**src/logic/ssrg_pkg.sv**
```systemverilog
// shared constants and types for the supply supervisor reset guard
package ssrg_pkg;

	localparam int CLK_PERIOD_NS = 8;
	localparam int NS_PER_US = 1000;
	localparam int NS_PER_MS = 1000000;

	// reset hold interval after the trip level is regained or a manual edge
	localparam int HOLD_MS = 200;
	localparam int HOLD_MIN_MS = 130;
	localparam int HOLD_MAX_MS = 270;
	localparam int HOLD_CYC = (HOLD_MS * NS_PER_MS) / CLK_PERIOD_NS;
	localparam int HOLD_MIN_CYC = (HOLD_MIN_MS * NS_PER_MS + CLK_PERIOD_NS - 1) / CLK_PERIOD_NS;
	localparam int HOLD_MAX_CYC = (HOLD_MAX_MS * NS_PER_MS) / CLK_PERIOD_NS;

	// supply_fall_assert_delay: longest time from crossing to reset drive
	localparam int FALL_ASSERT_US = 5;
	localparam int FALL_ASSERT_CYC = (FALL_ASSERT_US * NS_PER_US) / CLK_PERIOD_NS;

	// supply_dip_reject_width: dips this short never assert reset
	localparam int DIP_REJECT_NS = 30;
	localparam int DIP_REJECT_CYC = (DIP_REJECT_NS + CLK_PERIOD_NS - 1) / CLK_PERIOD_NS;
	localparam int SUPPLY_FILT_CYC = DIP_REJECT_CYC + 1;

	// manual_reset_trigger glitch immunity
	localparam int MR_GLITCH_NS = 100;
	localparam int MR_GLITCH_CYC = (MR_GLITCH_NS + CLK_PERIOD_NS - 1) / CLK_PERIOD_NS;
	localparam int MR_FILT_CYC = MR_GLITCH_CYC + 1;

	// nv_program_time: longest internal program cycle
	localparam int PROG_MS = 5;
	localparam int PROG_CYC = (PROG_MS * NS_PER_MS) / CLK_PERIOD_NS;

	// synchroniser stages ahead of each filter
	localparam int SYNC_STAGES = 2;

	// reset values
	localparam logic SUPPLY_LOW_RST = 1'b1;
	localparam logic PIN_LEVEL_RST = 1'b0;

	typedef enum logic [1:0]
	{
		ST_SUPPLY_LOW = 2'b00,
		ST_HOLD = 2'b01,
		ST_RELEASED = 2'b10
	} ssrg_state_t;

	typedef enum logic [1:0]
	{
		CAUSE_NONE = 2'b00,
		CAUSE_SUPPLY = 2'b01,
		CAUSE_MANUAL = 2'b10
	} ssrg_cause_t;

endpackage

```
**src/logic/ssrg_sync_filter.sv**
```systemverilog
// two-flop synchroniser followed by a stable-level filter and fall detect
`timescale 1ns/1ps
module ssrg_sync_filter
#(
	parameter int STABLE_CYC = 5,
	parameter logic INIT = 1'b0
)
(
	input wire logic ref_clk,
	input wire logic rst_n,
	input wire logic clk_en,
	input wire logic raw,
	output logic level,
	output logic fell
);

	localparam int CW = $clog2(STABLE_CYC + 1);

	generate
		if (STABLE_CYC < 1)
		begin : g_bad
			$error("ssrg_sync_filter: STABLE_CYC must be at least 1");
		end
	endgenerate

	logic sync_a;
	logic sync_b;
	logic [CW-1:0] run_cnt;
	logic next_sync_a;
	logic next_sync_b;
	logic [CW-1:0] next_run_cnt;
	logic next_level;
	logic next_fell;

	always_comb
	begin
		next_sync_a = raw;
		next_sync_b = sync_a;
		next_run_cnt = '0;
		next_level = level;
		next_fell = 1'b0;
		// level only flips after STABLE_CYC equal samples in a row
		if (sync_b != level)
		begin
			if (run_cnt == CW'(STABLE_CYC - 1))
			begin
				next_level = sync_b;
				next_fell = level & ~sync_b;
			end
			else
			begin
				next_run_cnt = run_cnt + 1'b1;
			end
		end
	end

	always_ff @(posedge ref_clk or negedge rst_n)
	begin
		if (!rst_n)
		begin
			sync_a <= INIT;
			sync_b <= INIT;
			run_cnt <= '0;
			level <= INIT;
			fell <= 1'b0;
		end
		else if (clk_en)
		begin
			sync_a <= next_sync_a;
			sync_b <= next_sync_b;
			run_cnt <= next_run_cnt;
			level <= next_level;
			fell <= next_fell;
		end
	end

endmodule // ssrg_sync_filter

```
**src/logic/ssrg_interval_timer.sv**
```systemverilog
// restartable one-shot interval counter
`timescale 1ns/1ps
module ssrg_interval_timer
#(
	parameter int CYCLES = 16
)
(
	input wire logic ref_clk,
	input wire logic rst_n,
	input wire logic clk_en,
	input wire logic start,
	output logic busy,
	output logic done
);

	localparam int CW = $clog2(CYCLES + 1);

	generate
		if (CYCLES < 2)
		begin : g_bad
			$error("ssrg_interval_timer: CYCLES must be at least 2");
		end
	endgenerate

	logic [CW-1:0] cnt;
	logic [CW-1:0] next_cnt;
	logic next_busy;
	logic next_done;

	always_comb
	begin
		next_cnt = cnt;
		next_busy = busy;
		next_done = 1'b0;
		// a start while running begins the interval again from zero
		if (start)
		begin
			next_cnt = '0;
			next_busy = 1'b1;
		end
		else if (busy)
		begin
			if (cnt == CW'(CYCLES - 1))
			begin
				next_busy = 1'b0;
				next_done = 1'b1;
			end
			else
			begin
				next_cnt = cnt + 1'b1;
			end
		end
	end

	always_ff @(posedge ref_clk or negedge rst_n)
	begin
		if (!rst_n)
		begin
			cnt <= '0;
			busy <= 1'b0;
			done <= 1'b0;
		end
		else if (clk_en)
		begin
			cnt <= next_cnt;
			busy <= next_busy;
			done <= next_done;
		end
	end

endmodule // ssrg_interval_timer

```
**src/logic/ssrg_supervisor.sv**
```systemverilog
// supply supervisor: open-drain reset hold, manual reset, memory guard
//
// How it works
// - reset driven while supply low, then for the hold interval after recovery
// - hold interval over: stop driving pin, pull resistor returns it high
// - supply falling below trip level asserts reset within 5 us
// - supply dips of 30 ns or less never assert reset
// - falling edge on the reset pin is a manual trigger, edge not level
// - manual trigger keeps reset active the full hold interval
// - manual low pulses under 100 ns are filtered and ignored
// - memory disabled for every operation while reset is active
// - reset aborts a transfer in progress and refuses new ones until release
// - no new program cycle during reset; a running one completes
// - program cycle at most 5 ms, bus and address acknowledge disabled throughout
`timescale 1ns/1ps
module ssrg_supervisor
#(
	parameter int HOLD_CYC = ssrg_pkg::HOLD_CYC,
	parameter int PROG_CYC = ssrg_pkg::PROG_CYC
)
(
	input wire logic ref_clk,
	input wire logic rst_n,
	input wire logic clk_en,
	input wire logic supply_trip_low,
	input wire logic rst_pin_in,
	output logic rst_pin_out,
	output logic rst_pin_oe,
	input wire logic xfer_active,
	input wire logic write_stop,
	output logic reset_active,
	output logic mem_enable,
	output logic bus_enable,
	output logic addr_ack_enable,
	output logic xfer_abort,
	output logic nv_program_start,
	output logic nv_program_busy,
	output logic [1:0] reset_cause
);

	generate
		if (HOLD_CYC < 2 || HOLD_CYC > ssrg_pkg::HOLD_MAX_CYC)
		begin : g_bad_hold
			$error("ssrg_supervisor: HOLD_CYC out of range");
		end
		if (PROG_CYC < 2 || PROG_CYC > ssrg_pkg::PROG_CYC)
		begin : g_bad_prog
			$error("ssrg_supervisor: PROG_CYC out of range");
		end
		// sync, filter and state register must fit inside the fall delay
		if (ssrg_pkg::SYNC_STAGES + ssrg_pkg::SUPPLY_FILT_CYC + 2 > ssrg_pkg::FALL_ASSERT_CYC)
		begin : g_bad_fall
			$error("ssrg_supervisor: supply filter too slow for fall delay");
		end
	endgenerate

	logic supply_below;
	logic pin_level;
	logic pin_fell;
	logic hold_busy;
	logic hold_done;
	logic prog_busy;
	logic prog_done;
	logic hold_start;
	logic manual_trig;
	logic prog_req;

	ssrg_pkg::ssrg_state_t state;
	ssrg_pkg::ssrg_state_t next_state;
	ssrg_pkg::ssrg_cause_t cause;
	ssrg_pkg::ssrg_cause_t next_cause;
	logic next_pin_oe;
	logic next_xfer_abort;
	logic next_prog_start;

	ssrg_sync_filter #(
		.STABLE_CYC(ssrg_pkg::SUPPLY_FILT_CYC),
		.INIT(ssrg_pkg::SUPPLY_LOW_RST)
	) u_supply_filt (
		.ref_clk(ref_clk),
		.rst_n(rst_n),
		.clk_en(clk_en),
		.raw(supply_trip_low),
		.level(supply_below),
		.fell()
	);

	ssrg_sync_filter #(
		.STABLE_CYC(ssrg_pkg::MR_FILT_CYC),
		.INIT(ssrg_pkg::PIN_LEVEL_RST)
	) u_pin_filt (
		.ref_clk(ref_clk),
		.rst_n(rst_n),
		.clk_en(clk_en),
		.raw(rst_pin_in),
		.level(pin_level),
		.fell(pin_fell)
	);

	ssrg_interval_timer #(
		.CYCLES(HOLD_CYC)
	) u_hold_timer (
		.ref_clk(ref_clk),
		.rst_n(rst_n),
		.clk_en(clk_en),
		.start(hold_start),
		.busy(hold_busy),
		.done(hold_done)
	);

	ssrg_interval_timer #(
		.CYCLES(PROG_CYC)
	) u_prog_timer (
		.ref_clk(ref_clk),
		.rst_n(rst_n),
		.clk_en(clk_en),
		.start(prog_req),
		.busy(prog_busy),
		.done(prog_done)
	);

	// only an edge seen while the pin is released counts; our own drive
	// keeps the filtered level low, so it can never produce a fresh fall
	assign manual_trig = pin_fell & ~rst_pin_oe & pin_level == 1'b0 & state == ssrg_pkg::ST_RELEASED;

	// timer restarts every cycle the supply is low, so counting begins at recovery
	assign hold_start = (state == ssrg_pkg::ST_SUPPLY_LOW) | manual_trig;

	// a write stop only programs when out of reset and not already programming
	assign prog_req = write_stop & (state == ssrg_pkg::ST_RELEASED) & ~prog_busy;

	always_comb
	begin
		next_state = state;
		next_cause = cause;
		unique case (state)
			ssrg_pkg::ST_SUPPLY_LOW:
			begin
				if (!supply_below)
				begin
					next_state = ssrg_pkg::ST_HOLD;
				end
			end
			ssrg_pkg::ST_HOLD:
			begin
				if (supply_below)
				begin
					next_state = ssrg_pkg::ST_SUPPLY_LOW;
					next_cause = ssrg_pkg::CAUSE_SUPPLY;
				end
				else if (hold_done)
				begin
					next_state = ssrg_pkg::ST_RELEASED;
				end
			end
			ssrg_pkg::ST_RELEASED:
			begin
				if (supply_below)
				begin
					next_state = ssrg_pkg::ST_SUPPLY_LOW;
					next_cause = ssrg_pkg::CAUSE_SUPPLY;
				end
				else if (manual_trig)
				begin
					next_state = ssrg_pkg::ST_HOLD;
					next_cause = ssrg_pkg::CAUSE_MANUAL;
				end
			end
			default:
			begin
				next_state = ssrg_pkg::ST_SUPPLY_LOW;
			end
		endcase
	end

	always_comb
	begin
		// drive low in every state but released; release hands the pin to the pull-up
		next_pin_oe = (next_state != ssrg_pkg::ST_RELEASED);
		// one pulse when reset arrives over a live transfer
		next_xfer_abort = xfer_active & (state == ssrg_pkg::ST_RELEASED) &
			(next_state != ssrg_pkg::ST_RELEASED);
		next_prog_start = prog_req;
	end

	always_ff @(posedge ref_clk or negedge rst_n)
	begin
		if (!rst_n)
		begin
			state <= ssrg_pkg::ST_SUPPLY_LOW;
			cause <= ssrg_pkg::CAUSE_SUPPLY;
			rst_pin_oe <= 1'b1;
			xfer_abort <= 1'b0;
			nv_program_start <= 1'b0;
		end
		else if (clk_en)
		begin
			state <= next_state;
			cause <= next_cause;
			rst_pin_oe <= next_pin_oe;
			xfer_abort <= next_xfer_abort;
			nv_program_start <= next_prog_start;
		end
	end

	// open drain: the output value is always low, only the enable moves
	assign rst_pin_out = 1'b0;
	assign reset_active = rst_pin_oe;
	assign mem_enable = ~rst_pin_oe;
	// program cycle is never cut by reset; prog timer ignores state once started
	assign nv_program_busy = prog_busy;
	assign bus_enable = ~rst_pin_oe & ~prog_busy;
	assign addr_ack_enable = ~rst_pin_oe & ~prog_busy;
	assign reset_cause = cause;

endmodule // ssrg_supervisor

```
**config.mk**
```make
export PLATFORM = sky130hd
export DESIGN_NAME = ssrg_supervisor
export DESIGN_NICKNAME = d
export VERILOG_FILES = /design/src/logic/ssrg_pkg.sv /design/src/logic/ssrg_sync_filter.sv /design/src/logic/ssrg_interval_timer.sv /design/src/logic/ssrg_supervisor.sv
export SDC_FILE = /design/constraint.sdc
export NUM_CORES = 1
export LEC_CHECK = 0
export BUFFER_PORTS_ARGS = -buffer_cell sky130_fd_sc_hd__buf_2
export CAP_MARGIN = 20
export CORE_MARGIN = 2
export CORE_UTILIZATION = 60
export DETAILED_ROUTE_END_ITERATION = 12
export PLACE_DENSITY = 0.78
export SETUP_SLACK_MARGIN = 0.3
export SYNTH_ARGS = -nofsm -noshare
export SYNTH_HDL_FRONTEND = slang
export SYNTH_SLANG_ARGS = --single-unit
```
**constraint.sdc**
```tcl
create_clock -name ref_clk -period 2.4 [get_ports ref_clk]
set_clock_uncertainty 0.1 [all_clocks]
set_input_delay 0.12 -clock ref_clk [delete_from_list [all_inputs] [get_ports ref_clk]]
set_output_delay 0.12 -clock ref_clk [all_outputs]
set_load 0.05 [all_outputs]
```
==> qor.txt, run 1 <==
Least-Margin Pin Slew: 667.5 ps
Hold Crit Start: write_stop
WL/cell: 15.37 um
Area of the multi-input gates: 1764 um2
Static Leak: 1.853 nW
Chip width: 81.18 um
Total Die Area: 6589 um2
Initial antenna violation count: 0
Sink Count: 69
H-tree depth: 3
Cts bufs inserted: 9
Tcrit/Tclk final: 86.50%
Row count: 28
Critical Path RT: 2500 ps
EDFF count, synth: 0
Critical Path Fanout Max: 5
Synth Flop Type: dfrtp_1
Fmax: 0.4817 GHz
CTS max path bufs: 2
Vias per cell: 5.945
CP cell instances: or4b_1 -> or3_4 -> o21ai_4 -> or4_1 -> a21oi_1
R2R Setup Slk: 320 ps
Syn Area/Cell: 9.710 um2
Worst VDD drop: 619.9 uV
Overall power: 0.003701 W
Ratio of cells with drive above 1 in the final layout: 17.16%
Clock Latency Late Sink: 350 ps
Final std cells w/o fill: 477
Worst stage delay on the critical path: 580 ps
CP max-delay cell: or4b_1
Number of synthesized register bits: 69
Post-layout nets: 412
Clock-pin slew of the registers on the worst-case setup and hold paths: 70 ps
Clock Tree Root: clkbuf_8
Startpoint Class: register
Setup crit end kind: register
Endpoints failing hold: 0
Hold Path Depth: 4
Reg2Reg Launch Point: u_prog_timer.cnt[10]$_DFFE_PN0P_
Run status: finished, final reports clean
Antenna Cells: 0
Register area: 1734 um2
# fillers: 408
Grt ovf: 0
Seq/Total Area, Yosys: 48.49%
Max_slew headroom: 55.46%
Placed Cells: 454
Synthesized area: 3573 um2
Worst hold endpoint: u_prog_timer.busy$_DFFE_PN0P_
Ports: 18
Die Ht: 81.18 um
CTS tree: built
CORE AREA: 5851 um2
DR vias: 2,836
Port bufs: 16
Yosys cell types: 54
Syn. warnings: 0
WS Path Type: register to register
Largest net degree at the start of global routing: 70
Syn Inst Count: 368
Reg2reg path depth: 5
Drt first pass iters: 4
RSZ-0062 raised after global routing: true
Setup violators final: 0
Power Dens Cells: 887.7 nW/um2
Commonest cells after routing, fill and taps aside: dfrtp_1, nor2_1, nand2_1
Crit path time final: 2076 ps
Area grow syn2layout: 16.67%
First-pass GRT wire length: 12,390 um
Total Routing Usage GR: 24.28%
Worst Hold Class: input port to register
Final GP Congestion: 0.8304
Maxcap violations: 0
Antenna-violating nets left: 0
Syn_nets: 383
Most common cell after layout, fill and taps aside: dfrtp_1
Number of DRC markers in iteration 0: 222
Routed WL: 7333 um
DRC Markers: 0
Final Slew Violations: 0
Initial Utilization: 61.08%
Detailed placement HPWL: 4799 um
Vias in the first global route: 2,722
Asr flop ratio synth: 100.0%
Fin Setup TNS: 0 ps
Reg2Reg Capture Point: u_prog_timer.cnt[9]$_DFFE_PN0P_
Worst path arrival time: 2170 ps
## cells by family after synthesis
logic type	count (synthesis)	synth area share (%)
flip-flops	69	48.49
other	1	0.1049
XOR/XNOR	33	8.088
adder cells (fa/ha/maj)	8	2.801
AO/OA/AOI/OAI	56	10.36
AND/OR/NAND/NOR	166	24.86
multiplexers	6	1.821
buffers and inverters	29	3.466
## synthesized netlist by cell type, drive strengths merged, types with 2 or more instances
cell | count | area share (%)
nor4 | 7 | 1.8
nor3 | 7 | 0.98
nand4 | 14 | 2.5
nor4b | 2 | 0.49
dfstp | 5 | 3.7
o2bb2ai | 2 | 0.49
nand2b | 2 | 0.35
nand3 | 26 | 3.8
xnor2 | 15 | 3.7
and2 | 5 | 0.88
o31ai | 5 | 1.1
a211oi | 2 | 0.42
a2111oi | 2 | 0.84
or3 | 4 | 0.84
ha | 8 | 2.8
mux2 | 4 | 1.3
buf | 7 | 1.2
and3 | 11 | 1.9
nor2b | 2 | 0.35
or4 | 5 | 1.1
nand2 | 32 | 3.4
o211ai | 6 | 1.3
dfrtp | 64 | 45
clkbuf | 6 | 0.63
o21ai | 22 | 3.4
a21oi | 10 | 1.4
mux2i | 2 | 0.56
inv | 15 | 1.6
nor2 | 40 | 4.2
xor2 | 18 | 4.4
or4b | 2 | 0.67
a31o | 2 | 0.49
## flip-flops by register name, summed over array words and instances, names as in the netlist
| signal | count |
|---|---|
| u_supply_filt.next_sync_b | 1 |
| reset_cause | 2 |
| u_pin_filt.fell | 1 |
| state | 2 |
| u_supply_filt.run_cnt | 3 |
| u_supply_filt.level | 1 |
| xfer_abort | 1 |
| u_pin_filt.run_cnt | 4 |
| u_pin_filt.sync_b | 1 |
| reset_active | 1 |
| u_supply_filt.sync_b | 1 |
| u_prog_timer.busy | 1 |
| nv_program_start | 1 |
| u_prog_timer.cnt | 20 |
| u_pin_filt.next_sync_b | 1 |
| u_pin_filt.level | 1 |
| u_hold_timer.cnt | 25 |
| u_hold_timer.done | 1 |
| u_hold_timer.busy | 1 |
## metrics by stage
step / setup WS, ps / area (um2) / hold slack (ps) / util, %
after floorplan: 407.6 / 3575 / -275.6 / -
after detailed placement: 272.6 / 3757 / 65.64 / 64.22
after global placement: 349.3 / 3757 / 68.56 / 64.22
after CTS: 343.9 / 4128 / 124.5 / 70.55
after global routing: 239.0 / 4169 / 189.6 / 71.26
final: 323.9 / 4169 / 144.9 / 71.26
## cell type report
cell class | instances | area share, %
clock buffer | 9 | 2.971
clock inverter | 7 | 4.442
inverter | 16 | 1.441
multi-input combinational | 271 | 42.32
sequential | 69 | 41.60
tap | 75 | 2.251
timing repair buffer | 30 | 4.982
## report_power, final
part / leakage (nW) / switching [W] / internal, W
Combinational: 0.796 / 0.000496 / 0.000254
Clock: 0.153 / 0.000440 / 0.00100
Sequential: 0.904 / 0.000172 / 0.00134
## worst max-delay path: cells and delay by family, from the launching register on
family / cells / cell delay (ps)
and+or+nand+nor: 3 / 1150
DFF: 1 / 430
AOI/OAI and AO/OA: 2 / 250
## worst max path at each step
stage | slack [ps] | depth (start not counted) | end | start
6_report | 320 | 5 | u_prog_timer.cnt[9]$_DFFE_PN0P_ | u_prog_timer.cnt[10]$_DFFE_PN0P_
4_1_cts | 340 | 5 | u_hold_timer.cnt[5]$_DFFE_PN0P_ | reset_active$_DFFE_PN1P_
5_1_grt | 240 | 5 | u_prog_timer.cnt[15]$_DFFE_PN0P_ | u_prog_timer.cnt[14]$_DFFE_PN0P_
2_1_floorplan | 410 | 5 | u_prog_timer.cnt[1]$_DFFE_PN0P_ | u_prog_timer.cnt[4]$_DFFE_PN0P_
3_3_place_gp | 350 | 5 | u_prog_timer.cnt[1]$_DFFE_PN0P_ | u_prog_timer.cnt[3]$_DFFE_PN0P_
3_5_place_dp | 270 | 6 | u_prog_timer.cnt[18]$_DFFE_PN0P_ | u_prog_timer.cnt[0]$_DFFE_PN0P_
## routing by layer
metal / routed length [um] / vias to the layer above / track usage (%)
met2: 3666 / 53 / 39.26
met1: 3296 / 1406 / 32.29
li1: - / 1366 / -
met4: 112 / 0 / 11.19
met5: 0 / - / 0
met3: 258 / 11 / 3.778
## what timing repair did
| action | CTS | global route |
|---|---|---|
| setup buffers | 1 | 1 |
| setup endpoints to repair | 5 | 23 |
| gates cloned | 1 | 0 |
| endpoints found under the hold margin | 72 | 0 |
| hold buffers | 4 | 0 |
| resized for setup | 1 | 5 |
No activity file was read; power rests on OpenSTA's default activity.
==> run 2, diff against run 1 <==
--- a/config.mk
+++ b/config.mk
@@ -5,6 +5,7 @@
 export SDC_FILE = /design/constraint.sdc
 export NUM_CORES = 1
 export LEC_CHECK = 0
+export ABC_AREA = 1
 export BUFFER_PORTS_ARGS = -buffer_cell sky130_fd_sc_hd__buf_2
 export CAP_MARGIN = 20
 export CORE_MARGIN = 2
==> run 2 against run 1 <==
Net effect: combinational power increased by 37%; die area increased by 21%; synthesized area increased by 22%; critical path depth increased by 3; cell count increased by 60%; core utilization decreased by 3.8 points; clock power decreased by 17%; first-iteration DRC count increased by 14%; synthesized cell count increased by 74%; sequential power about the same; wire length increased by 32%; critical path type unchanged; largest cell class unchanged.
==> qor.txt, run 2 <==
Top cells by count, synth: nand2_1, nor2_1, nand3_1 (was dfrtp_1, nor2_1, nand2_1)
Fin Setup TNS: 0 ps (unchanged)
DR vias: 3,967 (was 2,836)
Number of DRC markers in iteration 0: 254 (was 222)
Commonest cells after routing, fill and taps aside: nand2_1, nor2_1, nand3_1 (was dfrtp_1, nor2_1, nand2_1)
Post-route cell area: 4816 um2 (was 4169 um2)
Sink Count: 69 (unchanged)
Syn Area/Cell: 6.822 um2 (was 9.710 um2)
RSZ-0062 raised after global routing: false (was true)
Port bufs: 16 (unchanged)
Clock Latency Late Sink: 360 ps (was 350 ps)
Reg2Reg Launch Point: u_prog_timer.cnt[0]$_DFFE_PN0P_ (was u_prog_timer.cnt[10]$_DFFE_PN0P_)
CP startpoint: u_prog_timer.cnt[0]$_DFFE_PN0P_ (was u_prog_timer.cnt[10]$_DFFE_PN0P_)
Synth Flop Type: dfrtp_1 (unchanged)
Initial antenna violation count: 0 (unchanged)
Chip width: 89.24 um (was 81.18 um)
Final GP Congestion: 0.9747 (was 0.8304)
Tcrit/Tclk final: 81.24% (was 86.50%)
Asr flop ratio synth: 100.0% (unchanged)
Yosys cell types: 31 (was 54)
Setup violators final: 0 (unchanged)
Setup crit end kind: register (unchanged)
Post-layout nets: 672 (was 412)
Worst stage delay on the critical path: 460 ps (was 580 ps)
R2R Setup Slk: 450 ps (was 320 ps)
Static Leak: 2.248 nW (was 1.853 nW)
Antenna Cells: 0 (unchanged)
Initial Utilization: 61.08% (about the same)
Synth top area cells: dfrtp_1, nand2_1, nor2_1, nand3_1, inv_1 (was dfrtp_1, xor2_1, nor2_1, dfstp_2, xnor2_1)
Biggest register: u_hold_timer.cnt (unchanged)
Worst VDD drop: 467.4 uV (was 619.9 uV)
Crit path time final: 1950 ps (was 2076 ps)
Syn Inst Count: 639 (was 368)
Fmax: 0.5129 GHz (was 0.4817 GHz)
Final Slew Violations: 0 (unchanged)
First-pass GRT wire length: 16,410 um (was 12,390 um)
Vias per cell: 5.213 (was 5.945)
Most frequent cell after synthesis: nand2_1 (was dfrtp_1)
Cts bufs inserted: 9 (unchanged)
Most common cell after layout, fill and taps aside: nand2_1 (was dfrtp_1)
Reg2reg path depth: 8 (was 5)
Run status: finished, final reports clean (unchanged)
Max_slew headroom: 63.14% (was 55.46%)
Clock-pin slew of the registers on the worst-case setup and hold paths: 80 ps (was 70 ps)
Power Dens Cells: 774.1 nW/um2 (was 887.7 nW/um2)
Detailed placement HPWL: 6748 um (was 4799 um)
Critical Path RT: 2540 ps (was 2500 ps)
Max reg flops: 25 (unchanged)
Setup bufs post-CTS: 0 (was 1)
Endpoints failing hold: 0 (unchanged)
Total Die Area: 7963 um2 (was 6589 um2)
Hold Path Depth: 4 (unchanged)
Ports: 18 (unchanged)
Worst setup endpoint: u_prog_timer.cnt[13]$_DFFE_PN0P_ (was u_prog_timer.cnt[9]$_DFFE_PN0P_)
Row count: 31 (was 28)
Syn_nets: 654 (was 383)
Routed WL: 9688 um (was 7333 um)
Antenna-violating nets left: 0 (unchanged)
Clock Tree Root: clkbuf_8 (unchanged)
Reg2Reg Capture Point: u_prog_timer.cnt[13]$_DFFE_PN0P_ (was u_prog_timer.cnt[9]$_DFFE_PN0P_)
Maxcap violations: 0 (unchanged)
CORE AREA: 7137 um2 (was 5851 um2)
Worst path arrival time: 2090 ps (was 2170 ps)
Area grow syn2layout: 10.48% (was 16.67%)
Syn. warnings: 0 (unchanged)
Synthesized area: 4359 um2 (was 3573 um2)
CTS tree: built (unchanged)
Biggest regs: u_hold_timer.cnt x25, u_prog_timer.cnt x20, u_pin_filt.run_cnt x4 (unchanged)
Ratio of cells with drive above 1 in the final layout: 8.610% (was 17.16%)
Worst Hold Class: input port to register (unchanged)
Largest net degree at the start of global routing: 48 (was 70)
Total Routing Usage GR: 26.34% (was 24.28%)
Placement Cell Area: 4507 um2 (was 3757 um2)
Critical Path Fanout Max: 22 (was 5)
Drt first pass iters: 5 (was 4)
CTS max path bufs: 2 (unchanged)
Grt ovf: 0 (unchanged)
H-tree depth: 3 (unchanged)
Number of synthesized register bits: 69 (unchanged)
EDFF count, synth: 0 (unchanged)
Area leader, netlist: dfrtp_1 (unchanged)
CP cell instances: ha_1 -> nand4_1 -> nor2_1 -> nand3_1 -> nand2_2 -> nand2_2 -> nand2_1 -> nand2_1 (was or4b_1 -> or3_4 -> o21ai_4 -> or4_1 -> a21oi_1)
WS Path Type: register to register (unchanged)
CP max-delay cell: dfrtp_1 (was or4b_1)
Top-area cell type share of the netlist area: 36.74% (was 44.82%)
Least-Margin Pin Slew: 552.9 ps (was 667.5 ps)
Vias in the first global route: 3,577 (was 2,722)
Die Ht: 89.24 um (was 81.18 um)
DRC Markers: 0 (unchanged)
Seq/Total Area, Yosys: 39.75% (was 48.49%)
Startpoint Class: register (unchanged)
WL/cell: 12.73 um (was 15.37 um)
[run 2: changes by cell type in the layout (fill, tap and decap cells not counted), sizes merged, moves of 11 or more]
| cell | previous run | this run |
|---|---|---|
| and3 | 11 | 0 |
| nand2 | 32 | 224 |
| nor2 | 40 | 112 |
| nand3 | 26 | 80 |
| inv | 15 | 54 |
[run 2: how the worst min path moves through the flow]
stage                 from                              endpoint  slack, ps
CTS                 clk_en      u_supply_filt.sync_b$_DFFE_PN1P_         90
finish              clk_en      u_supply_filt.sync_b$_DFFE_PN1P_         90
detailed placement   rst_n  u_supply_filt.run_cnt[0]$_DFFE_PN0P_         30
global route        clk_en              reset_active$_DFFE_PN1P_        150
floorplan            rst_n          nv_program_start$_DFFE_PN0P_       -280
global placement     rst_n  u_supply_filt.run_cnt[0]$_DFFE_PN0P_         20
[run 2: report_power, final]
group	leakage [nW]	internal, W	total (W)	switching (W)
clock network	0.116	0.000695	0.00119	0.000493
logic	1.21	0.000304	0.00103	0.000722
registers	0.918	0.00134	0.00151	0.000171
[run 2: timing repair]
item	CTS	global route
hold endpoints to repair	25	0
resized for setup	0	3
hold buffers	4	0
setup endpoints to repair	0	26
[run 2: metrics by stage]
step	total power (W)	setup slack, ps	std cells	hold WS, ps	utilization (%)
finish	0.003728	450.3	761	93.83	67.48
global route	0.003938	302.5	761	154.6	67.48
CTS	0.003727	432.6	761	87.88	67.16
detailed placement	0.002536	446.8	741	30.01	63.15
global placement	0.002494	497.7	741	22.35	63.15
floorplan	0.002298	383.9	639	-275.6	-
[run 2: critical path, delay by kind of cell (launching register included)]
family                     cells  cell delay (ps)
and+or+nand+nor                7              940
DFF                            1              460
adders and majority gates      1              340
[run 2: metal layers]
layer | global-route usage [%] | share of wire [%]
met1 | 36.92 | 47
met2 | 42.83 | 47
met3 | 3.601 | 4.5
met4 | 7.734 | 1.3
met5 | 0 | 0
[run 2: logic make-up after synthesis]
family | share of synthesized area [%]
AND/OR/NAND/NOR | 40.61
buffers and inverters | 7.348
flip-flops | 39.75
AO/OA/AOI/OAI | 4.277
XOR/XNOR | 5.626
adder cells (fa/ha/maj) | 2.296
other | 0.08603
[run 2: layout make-up]
cell class | instances | area (um2)
clock buffers | 9 | 123.9
clock inverters | 7 | 122.6
fillers | 645 | 2321
inverters | 53 | 198.9
multi-input cells | 497 | 2328
flip-flops and latches | 69 | 1733
well taps | 99 | 123.9
repair buffers | 27 | 185.2
